==> config.mk <==
export PLATFORM = sky130hd
export DESIGN_NAME = uart_status_error_flags
export DESIGN_NICKNAME = d
export VERILOG_FILES = /design/src/rtl/uart_flags_pkg.sv /design/src/rtl/reset_sync.sv /design/src/rtl/rx_frame_buffer.sv /design/src/rtl/uart_status_error_flags.sv
export SDC_FILE = /design/constraint.sdc
export NUM_CORES = 1
export LEC_CHECK = 0
export ABC_CLOCK_PERIOD_IN_PS = 1700
export BUFFER_PORTS_ARGS = -buffer_cell sky130_fd_sc_hd__buf_4
export CAP_MARGIN = 5
export CORE_MARGIN = 8
export CORE_UTILIZATION = 50
export CTS_BUF_LIST = sky130_fd_sc_hd__clkbuf_8 sky130_fd_sc_hd__clkbuf_16
export CTS_CLUSTER_SIZE = 14
export DETAILED_ROUTE_END_ITERATION = 7
export PLACE_DENSITY = 0.71
export SETUP_SLACK_MARGIN = 0.5
export SLEW_MARGIN = 5
export SYNTH_ARGS = -nofsm -noshare
export SYNTH_HDL_FRONTEND = slang
export SYNTH_SLANG_ARGS = --single-unit
==> constraint.sdc <==
create_clock -name sys_clk -period 1.7 [get_ports sys_clk]
set_input_delay 0 -clock sys_clk [delete_from_list [all_inputs] [get_ports sys_clk]]
set_output_delay 0 -clock sys_clk [all_outputs]
set_load 0.005 [all_outputs]
==> src/rtl/uart_flags_pkg.sv <==
// constants for the serial status and error-flag block
package uart_flags_pkg;
  // register port geometry
  localparam int ADDR_W = 4;
  localparam int DATA_W = 16;
  // register addresses
  localparam logic [ADDR_W-1:0] STATUS_LOW_ADDR = 4'h0;
  localparam logic [ADDR_W-1:0] STATUS_HIGH_ADDR = 4'h4;
  localparam logic [ADDR_W-1:0] IRQ_ENABLE_ADDR = 4'h8;
  localparam logic [ADDR_W-1:0] RX_DATA_ADDR = 4'hc;
  // low status word flag positions; enable register uses the same layout
  localparam int FLAG_W = 6;
  localparam int TXC_BIT = 0;
  localparam int OVF_BIT = 1;
  localparam int BRK_BIT = 2;
  localparam int FRAMING_ERROR_FLAG_BIT = 3;
  localparam int CERR_BIT = 4;
  localparam int ABD_BIT = 5;
  // flags that hardware sets and software clears by writing one
  localparam logic [FLAG_W-1:0] STICKY_MASK = 6'h37;
  localparam logic [FLAG_W-1:0] FLAGS_RESET = 6'h00;
  localparam logic [FLAG_W-1:0] ENABLE_RESET = 6'h00;
  // high status word field positions
  localparam int SEL_W = 3;
  localparam int RXSEL_LSB = 8;
  localparam int TXSEL_LSB = 12;
  localparam int TXBE_BIT = 5;
  localparam int TXBF_BIT = 4;
  localparam int RECEIVE_IDLE_BIT = 3;
  localparam int XON_BIT = 2;
  localparam int RXBE_BIT = 1;
  localparam int RXBF_BIT = 0;
  localparam logic [SEL_W-1:0] SEL_RESET = 3'h0;
  // receive buffer shape
  localparam int CHAR_W = 9;
  localparam int RX_DEPTH = 8;
endpackage : uart_flags_pkg

==> src/rtl/reset_sync.sv <==
// two-stage release synchroniser for the active-low reset
`timescale 1ns/1ps
`default_nettype none
module reset_sync (
  // clock and raw reset
  input wire logic sys_clk,
  input wire logic rst_n,
  // released reset
  output logic rst_sync_n
);
  typedef struct packed {
    logic stage1;
    logic stage2;
  } sync_s;
  sync_s q;
  sync_s next_q;

  // shift a one in after release; stage1 feeds only stage2
  always_comb begin
    next_q.stage1 = 1'b1;
    next_q.stage2 = q.stage1;
  end

  // assert asynchronously, release on the clock
  always_ff @(posedge sys_clk or negedge rst_n) begin
    if (!rst_n) begin
      q <= '0;
    end else begin
      q <= next_q;
    end
  end

  assign rst_sync_n = q.stage2;
endmodule : reset_sync
`default_nettype wire

==> src/rtl/rx_frame_buffer.sv <==
// receive buffer that stores each character with its stop-bit error
`timescale 1ns/1ps
`default_nettype none
module rx_frame_buffer #(
  parameter int WIDTH = 9,
  parameter int DEPTH = 8
) (
  // clock and reset
  input wire logic sys_clk,
  input wire logic rst_n,
  // filling side
  input wire logic push,
  input wire logic [WIDTH-1:0] push_data,
  input wire logic push_stop,
  // draining side
  input wire logic pop,
  output logic [WIDTH-1:0] head_data,
  output logic head_frame_err,
  output logic empty,
  output logic full
);
  localparam int PTR_W = $clog2(DEPTH);
  typedef struct packed {
    logic [PTR_W-1:0] wr_ptr;
    logic [PTR_W-1:0] rd_ptr;
    logic [PTR_W:0] count;
  } buf_s;
  buf_s q;
  buf_s next_q;
  logic [WIDTH:0] mem [DEPTH];
  logic do_push;
  logic do_pop;

  // a push into a full buffer is dropped; the owner flags the overflow
  always_comb begin
    do_push = push && !full;
    do_pop = pop && !empty;
    next_q = q;
    if (do_push) begin
      next_q.wr_ptr = PTR_W'((q.wr_ptr + 1'b1) % DEPTH);
    end
    if (do_pop) begin
      next_q.rd_ptr = PTR_W'((q.rd_ptr + 1'b1) % DEPTH);
    end
    next_q.count = q.count + (PTR_W+1)'(do_push) - (PTR_W+1)'(do_pop);
  end

  // pointer state
  always_ff @(posedge sys_clk or negedge rst_n) begin
    if (!rst_n) begin
      q <= '0;
    end else begin
      q <= next_q;
    end
  end

  // storage: the inverted stop level travels with its character
  always_ff @(posedge sys_clk) begin
    if (do_push) begin
      mem[q.wr_ptr] <= {!push_stop, push_data};
    end
  end

  // head view and fill state
  assign head_data = mem[q.rd_ptr][WIDTH-1:0];
  assign head_frame_err = !empty && mem[q.rd_ptr][WIDTH];
  assign empty = (q.count == '0);
  assign full = (q.count == (PTR_W+1)'(DEPTH));

  property p_frame_follows_char;
    @(posedge sys_clk) disable iff (!rst_n)
    (push && empty && !pop) |=> (head_frame_err == !$past(push_stop));
  endproperty
  a_frame_follows_char: assert property (p_frame_follows_char)
    else $error("framing flag does not match the stored stop bit");
endmodule : rx_frame_buffer
`default_nettype wire

==> src/rtl/uart_status_error_flags.sv <==
// status and error-flag logic of the serial port with its register port
`timescale 1ns/1ps
`default_nettype none
//
// Contract
// - a baud generator wrap during an auto-baud measurement sets the auto-baud overflow flag, held until software clears it.
// - a failed checksum sets the checksum error flag, held until software clears it.
// - the framing flag is the inverted stop level of the head character and travels through the buffer with it.
// - a received break sets the break flag, held until software clears it.
// - a character arriving into a full receive buffer sets the overflow flag, held until software clears it.
// - each sent word is compared with the word read back and a mismatch sets the collision flag until software clears it.
// - each flag has its own enable and the interrupt rises only for a set flag whose enable is one.
module uart_status_error_flags
  import uart_flags_pkg::*;
#(
  parameter int RX_BUF_DEPTH = uart_flags_pkg::RX_DEPTH
) (
  // clock and reset
  input wire logic sys_clk,
  input wire logic rst_n,
  // register port
  input wire logic [uart_flags_pkg::ADDR_W-1:0] addr,
  input wire logic [uart_flags_pkg::DATA_W-1:0] wr_data,
  input wire logic wr_en,
  input wire logic rd_en,
  output logic [uart_flags_pkg::DATA_W-1:0] rd_data,
  // auto-baud and checksum events
  input wire logic autobaud_active,
  input wire logic brg_wrap,
  input wire logic checksum_bad,
  // receiver events
  input wire logic break_rx,
  input wire logic rx_char_valid,
  input wire logic [uart_flags_pkg::CHAR_W-1:0] rx_char,
  input wire logic rx_stop_bit,
  // transmit read-back compare
  input wire logic tx_echo_valid,
  input wire logic [uart_flags_pkg::CHAR_W-1:0] tx_word,
  input wire logic [uart_flags_pkg::CHAR_W-1:0] echo_word,
  // transmitter and line state
  input wire logic tx_buffer_empty,
  input wire logic tx_buffer_full,
  input wire logic receive_idle,
  input wire logic flow_resume,
  // interrupt
  output logic irq
);
  import uart_flags_pkg::*;

  typedef struct packed {
    logic [FLAG_W-1:0] flags;
    logic [FLAG_W-1:0] enable;
    logic [SEL_W-1:0] tx_irq_threshold_sel;
    logic [SEL_W-1:0] rx_irq_threshold_sel;
    logic tx_buffer_empty;
    logic tx_buffer_full;
    logic receive_idle;
    logic flow_resume;
    logic [DATA_W-1:0] rd_data;
    logic irq;
  } state_s;

  state_s q;
  state_s next_q;
  logic rst_sync_n;
  logic [CHAR_W-1:0] head_char;
  logic framing_error_flag;
  logic rx_buffer_empty;
  logic rx_buffer_full;
  logic rx_pop;
  logic [FLAG_W-1:0] flag_view;
  logic [FLAG_W-1:0] set_vec;
  logic [FLAG_W-1:0] clr_vec;
  logic [DATA_W-1:0] status_high;

  // reset release
  reset_sync u_reset_sync (
    .sys_clk(sys_clk),
    .rst_n(rst_n),
    .rst_sync_n(rst_sync_n)
  );

  // receive buffer carrying each character's framing bit
  rx_frame_buffer #(
    .WIDTH(CHAR_W),
    .DEPTH(RX_BUF_DEPTH)
  ) u_rx_buf (
    .sys_clk(sys_clk),
    .rst_n(rst_sync_n),
    .push(rx_char_valid),
    .push_data(rx_char),
    .push_stop(rx_stop_bit),
    .pop(rx_pop),
    .head_data(head_char),
    .head_frame_err(framing_error_flag),
    .empty(rx_buffer_empty),
    .full(rx_buffer_full)
  );

  // reading the data register drains one character
  assign rx_pop = rd_en && (addr == RX_DATA_ADDR) && !rx_buffer_empty;

  // hardware events that set sticky flags
  always_comb begin
    set_vec = '0;
    set_vec[ABD_BIT] = brg_wrap && autobaud_active;
    set_vec[CERR_BIT] = checksum_bad;
    set_vec[BRK_BIT] = break_rx;
    set_vec[OVF_BIT] = rx_char_valid && rx_buffer_full;
    set_vec[TXC_BIT] = tx_echo_valid && (tx_word != echo_word);
  end

  // write-one-to-clear on the low status word, sticky bits only
  always_comb begin
    clr_vec = '0;
    if (wr_en && (addr == STATUS_LOW_ADDR)) begin
      clr_vec = wr_data[FLAG_W-1:0] & STICKY_MASK;
    end
  end

  // readable flag view: framing bit comes from the buffer head
  always_comb begin
    flag_view = q.flags;
    flag_view[FRAMING_ERROR_FLAG_BIT] = framing_error_flag;
  end

  // high status word layout
  always_comb begin
    status_high = '0;
    status_high[TXSEL_LSB +: SEL_W] = q.tx_irq_threshold_sel;
    status_high[RXSEL_LSB +: SEL_W] = q.rx_irq_threshold_sel;
    status_high[TXBE_BIT] = q.tx_buffer_empty;
    status_high[TXBF_BIT] = q.tx_buffer_full;
    status_high[RECEIVE_IDLE_BIT] = q.receive_idle;
    status_high[XON_BIT] = q.flow_resume;
    status_high[RXBE_BIT] = rx_buffer_empty;
    status_high[RXBF_BIT] = rx_buffer_full;
  end

  // next state: flags, enables, selects, line state, read data, irq
  always_comb begin
    next_q = q;
    // a set in the same cycle as a clear wins
    next_q.flags = ((q.flags & ~clr_vec) | set_vec) & STICKY_MASK;
    next_q.tx_buffer_empty = tx_buffer_empty;
    next_q.tx_buffer_full = tx_buffer_full;
    next_q.receive_idle = receive_idle;
    next_q.flow_resume = flow_resume;
    if (wr_en && (addr == IRQ_ENABLE_ADDR)) begin
      next_q.enable = wr_data[FLAG_W-1:0];
    end
    if (wr_en && (addr == STATUS_HIGH_ADDR)) begin
      next_q.tx_irq_threshold_sel = wr_data[TXSEL_LSB +: SEL_W];
      next_q.rx_irq_threshold_sel = wr_data[RXSEL_LSB +: SEL_W];
    end
    next_q.rd_data = '0;
    if (rd_en) begin
      unique case (addr)
        STATUS_LOW_ADDR: next_q.rd_data = DATA_W'(flag_view);
        STATUS_HIGH_ADDR: next_q.rd_data = status_high;
        IRQ_ENABLE_ADDR: next_q.rd_data = DATA_W'(q.enable);
        RX_DATA_ADDR: next_q.rd_data = DATA_W'(head_char);
        default: next_q.rd_data = '0;
      endcase
    end
    next_q.irq = |(flag_view & q.enable);
  end

  // state register; line indicators come up at their idle levels
  always_ff @(posedge sys_clk or negedge rst_sync_n) begin
    if (!rst_sync_n) begin
      q.flags <= FLAGS_RESET;
      q.enable <= ENABLE_RESET;
      q.tx_irq_threshold_sel <= SEL_RESET;
      q.rx_irq_threshold_sel <= SEL_RESET;
      q.tx_buffer_empty <= 1'b1;
      q.tx_buffer_full <= 1'b0;
      q.receive_idle <= 1'b1;
      q.flow_resume <= 1'b1;
      q.rd_data <= '0;
      q.irq <= 1'b0;
    end else begin
      q <= next_q;
    end
  end

  // outputs straight from the state register
  assign rd_data = q.rd_data;
  assign irq = q.irq;

  property p_abd_set;
    @(posedge sys_clk) disable iff (!rst_sync_n)
    (brg_wrap && autobaud_active) |=> q.flags[ABD_BIT];
  endproperty
  a_abd_set: assert property (p_abd_set)
    else $error("auto-baud overflow flag not set after wrap");

  property p_abd_hold;
    @(posedge sys_clk) disable iff (!rst_sync_n)
    (q.flags[ABD_BIT] && !(wr_en && addr == STATUS_LOW_ADDR
      && wr_data[ABD_BIT])) |=> q.flags[ABD_BIT];
  endproperty
  a_abd_hold: assert property (p_abd_hold)
    else $error("auto-baud overflow flag dropped without a clear");

  property p_cerr_set;
    @(posedge sys_clk) disable iff (!rst_sync_n)
    checksum_bad |=> q.flags[CERR_BIT];
  endproperty
  a_cerr_set: assert property (p_cerr_set)
    else $error("checksum error flag not set");

  property p_brk_clear;
    @(posedge sys_clk) disable iff (!rst_sync_n)
    (!break_rx && wr_en && addr == STATUS_LOW_ADDR && wr_data[BRK_BIT])
      |=> !q.flags[BRK_BIT] ##1 (q.flags[BRK_BIT] == $past(break_rx));
  endproperty
  a_brk_clear: assert property (p_brk_clear)
    else $error("break flag clear or set misbehaves");

  property p_ovf_set;
    @(posedge sys_clk) disable iff (!rst_sync_n)
    (rx_char_valid && rx_buffer_full) |=> q.flags[OVF_BIT];
  endproperty
  a_ovf_set: assert property (p_ovf_set)
    else $error("overflow flag not set on push into full buffer");

  property p_txc_set;
    @(posedge sys_clk) disable iff (!rst_sync_n)
    (tx_echo_valid && tx_word != echo_word) |=> q.flags[TXC_BIT];
  endproperty
  a_txc_set: assert property (p_txc_set)
    else $error("collision flag not set on read-back mismatch");

  property p_irq_gate;
    @(posedge sys_clk) disable iff (!rst_sync_n)
    ##1 (irq == $past(|(flag_view & q.enable)));
  endproperty
  a_irq_gate: assert property (p_irq_gate)
    else $error("interrupt does not follow enabled flags");

  property p_reset_view;
    @(posedge sys_clk) disable iff (!rst_sync_n)
    $rose(rst_sync_n) |-> (status_high == 16'h002e) && !irq;
  endproperty
  a_reset_view: assert property (p_reset_view)
    else $error("high status word wrong after reset");

  property p_abd_needs_measure;
    @(posedge sys_clk) disable iff (!rst_sync_n)
    (!q.flags[ABD_BIT] && !autobaud_active) |=> !q.flags[ABD_BIT];
  endproperty
  a_abd_needs_measure: assert property (p_abd_needs_measure)
    else $error("auto-baud overflow flag set outside a measurement");

  property p_cerr_hold;
    @(posedge sys_clk) disable iff (!rst_sync_n)
    (q.flags[CERR_BIT] && !(wr_en && addr == STATUS_LOW_ADDR
      && wr_data[CERR_BIT])) |=> q.flags[CERR_BIT];
  endproperty
  a_cerr_hold: assert property (p_cerr_hold)
    else $error("checksum error flag dropped without a clear");

  property p_framing_error_flag_empty;
    @(posedge sys_clk) disable iff (!rst_sync_n)
    rx_buffer_empty |-> !framing_error_flag;
  endproperty
  a_framing_error_flag_empty: assert property (p_framing_error_flag_empty)
    else $error("framing flag set with an empty receive buffer");

  property p_brk_set;
    @(posedge sys_clk) disable iff (!rst_sync_n)
    break_rx |=> q.flags[BRK_BIT];
  endproperty
  a_brk_set: assert property (p_brk_set)
    else $error("break flag not set after a break");

  property p_ovf_hold;
    @(posedge sys_clk) disable iff (!rst_sync_n)
    (q.flags[OVF_BIT] && !(wr_en && addr == STATUS_LOW_ADDR
      && wr_data[OVF_BIT])) |=> q.flags[OVF_BIT];
  endproperty
  a_ovf_hold: assert property (p_ovf_hold)
    else $error("overflow flag dropped without a clear");

  property p_txc_only_mismatch;
    @(posedge sys_clk) disable iff (!rst_sync_n)
    (!q.flags[TXC_BIT] && !(tx_echo_valid && tx_word != echo_word))
      |=> !q.flags[TXC_BIT];
  endproperty
  a_txc_only_mismatch: assert property (p_txc_only_mismatch)
    else $error("collision flag set without a read-back mismatch");

  property p_irq_masked;
    @(posedge sys_clk) disable iff (!rst_sync_n)
    (q.enable == '0) |=> !irq;
  endproperty
  a_irq_masked: assert property (p_irq_masked)
    else $error("interrupt raised with every enable off");
endmodule : uart_status_error_flags
`default_nettype wire

==> summary.md <==
| Metric | Value |
|---|---|
| Ports | `79` |
| Fraction of the yosys area taken by sequential cells | `0.676` |
| Die W | `119 um` |
| Post-synth top area share | `0.450` |
| Outcome | `finished with violations` |
| Cell Area, Synth | `5340 um^2` |
| CTS Buf Count | `17` |
| Cell Chain, Critical Path | `inv_2, ha_2, nor3b_4, nor3_4, ha_4, inv_2, ha_4, inv_2, fa_2, inv_2` |
| Vias in the first global route | `3,694` |
| Setup TNS | `-14,390 ps` |
| Worst clock skew | `7.85 ps` |
| CP Capture Type | `flip-flop` |
| Core ar. | `10,400 um^2` |
| WP depth | `10` |
| Hold Vio Cnt, Final | `0` |
| H-Tree Depth | `4` |
| Final setup violation count | `85` |
| Worst-margin pin slew | `692 ps` |
| Most Frequent Cell on Critical Path | `inv_2` |
| RSZ-0062 raised after global routing | `yes` |
| CP bufs+invs | `4` |
| Aggregate global-route resource usage | `0.188` |
| Register area | `3610 um^2` |
| Antenna Nets Post-Route | `0` |
| Top achievable clock speed | `0.498 GHz` |
| Initial DRC Count | `204` |
| Nets | `550` |
| CTS tree | `yes` |
| ANT cells | `0` |
| Area growth, synth to finish | `46.3%` |
| Pre-CTS setup slack | `-370 ps` |
| Most area-consuming cells after synthesis | `edfxtp_1 45%, dfrtp_1 21%, mux4_2 6.7%, mux2i_1 3.2%, mux2_2 3.0%` |
| DRT Pass-1 Iters | `4` |
| Crit share post-route | `1.18` |
| Max incr delay on CP | `520 ps` |
| Input/output buffers | `72` |
| Largest net degree at the start of global routing | `28` |
| Worst-path fanout max | `2` |
| Post-synth ARST share | `0.375` |
| Post-synth top flop | `edfxtp_1` |
| Initial antenna violation count | `0` |
| Post-synth top cells | `80 x edfxtp_1, 45 x dfrtp_1, 19 x buf_4` |
| Total wire length | `12,900 um` |
| Hold Path Cell Cnt | `4` |
| Grt ovf | `0` |
| Worst R2R Path Depth | `10` |
| Die Y | `119 um` |
| Layout cell share with drive strength beyond 1 | `0.482` |
| Core Util, Final | `0.753` |
| Clock Latency Late Sink | `520 ps` |
| GPL Wtd Cong | `0.823` |
| First-pass GRT wire length | `20,300 um` |
| Filler cell count | `563` |
| Reg clk slew, reported paths | `60 ps` |
| Worst Path Required | `2110 ps` |
| Clk sink count | `128` |
| Max-cap violations | `0` |
| Failing checks | `negative setup slack` |
| WHS | `1.16 ps` |
| Critical path type | `flip-flop to flip-flop` |
| HP Class | `primary input to flip-flop` |
| Cell family with most CP delay | `adder cells` |
| Slowest cell on crit path | `fa_2` |
| Most frequent cell after synthesis | `edfxtp_1` |
| Starting Density | `0.515` |
| Full die area | `14,200 um^2` |
| Detailed-route DRC error count | `0` |
| Leakage | `0.00313 uW` |
| Area leader, netlist | `edfxtp_1` |
| CP arrival | `2420 ps` |
| Area occupied by multi-input gates | `1780 um^2` |
| Routed WL per cell | `20.5 um` |
| Vias/cell | `5.20` |
| Total number of vias | `3,264` |
| Slack of the critical path | `-310 ps` |
| Max-slew violations | `0` |
| Synthesized instance count | `323` |
| VDD IR max | `0.000844 V` |
| Final Critical Period | `2010 ps` |
| Post-synth EDFFs | `80` |
| FP Rows | `37` |
| DP HPWL | `7450 um` |
| Pwr/cell area | `1490 nW/um^2` |
| Slew HR | `0.538` |
| #FFs+latches synth | `128` |
| CTS Buffer Depth | `2` |
| Clk root buf | `clkbuf_8` |
| CP startpoint kind | `flip-flop` |
| Number of synthesis warnings | `0` |
| Netlist cell types | `41` |
| Avg Cell Area, Syn | `16.5 um^2` |
## kinds of logic (layout without fill, tap and decap cells)
logic type,Yosys count,after routing,synth area share
flops,128,128,0.676
compound gates,24,24,0.0312
xor+xnor,15,15,0.0246
buf+inv,38,206,0.0464
mux,50,50,0.142
other cells,2,3,0.00141
fa+ha+maj,9,9,0.0225
simple gates,57,57,0.0567
## final timing paths
path	start	to	slack, ps
max	u_rx_buf.q[2]$_DFF_PN0_	u_rx_buf.q[1]$_DFF_PN0_	-310
min	addr[1]	q[21]$_DFFE_PN0P_	1
max reg2reg	u_rx_buf.q[2]$_DFF_PN0_	u_rx_buf.q[1]$_DFF_PN0_	-310
min reg2reg	u_reset_sync.rst_sync_n$_DFF_PN0_	u_rx_buf.q[8]$_DFFE_PN0N_	220
max in group asynchronous	u_reset_sync.rst_sync_n$_DFF_PN0_	q[20]$_DFF_PN1_	890
min in group asynchronous	u_reset_sync.rst_sync_n$_DFF_PN0_	u_rx_buf.q[8]$_DFFE_PN0N_	220
## state kept, by name, summed over array words and instances (netlist names)
register	count
u_rx_buf.mem	80
q	16
rd_data	14
u_rx_buf.q	10
flag_view	5
irq	1
u_reset_sync.next_q	1
u_reset_sync.rst_sync_n	1
## cell usage in the layout (no fill, tap or decap), drive strengths merged, types with 8 or more instances in the layout
master / n
mux4: 18
xor2: 10
buf: 123
nor2: 13
nand2: 13
edfxtp: 80
mux2: 15
inv: 11
dfrtp: 45
mux2i: 17
dlygate4sd3: 42
ha: 8
clkbuf: 17
## layout make-up
| type | instances | area share |
|---|---|---|
| clock buffer | 17 | 0.0530 |
| tap | 136 | 0.0218 |
| clock inverter | 15 | 0.0277 |
| inverter | 9 | 0.00465 |
| sequential | 128 | 0.462 |
| multi-input combinational | 158 | 0.228 |
| timing repair buffer | 165 | 0.203 |
## stage by stage
stage	cells	instance area, um^2	power, uW
floorplan	324	5500	6050
global placement	537	6320	6880
detailed placement	537	6320	6990
CTS	624	7650	11400
global route	628	7810	12100
finish	628	7810	11700
## what timing repair did
item / 4_1_cts / 5_1_grt
setup endpoints to repair: 101 / 117
gates cloned: 2 / 0
pin swaps: 12 / 10
setup buffers: 11 / 4
hold buffers: 42 / 0
hold endpoints to repair: 104 / 0
gates resized for setup: 33 / 28
## worst min-delay path: stages
cell     delay [ps]
buf_4            90
nor3b_1         100
nand2_4         140
mux2_2          160
## per-layer routing
layer | up-vias | GRT usage | wire, um
met2 | 121 | 0.325 | 6480
met1 | 1625 | 0.211 | 5260
met5 | - | 0 | 0
met4 | 0 | 0.0765 | 269
li1 | 1494 | - | -
met3 | 24 | 0.0624 | 883
## where the power goes
group | switching, uW | internal (uW)
clock network | 1320 | 2520
registers | 353 | 3860
logic | 1560 | 2050
No activity file was read; power rests on OpenSTA's default activity.
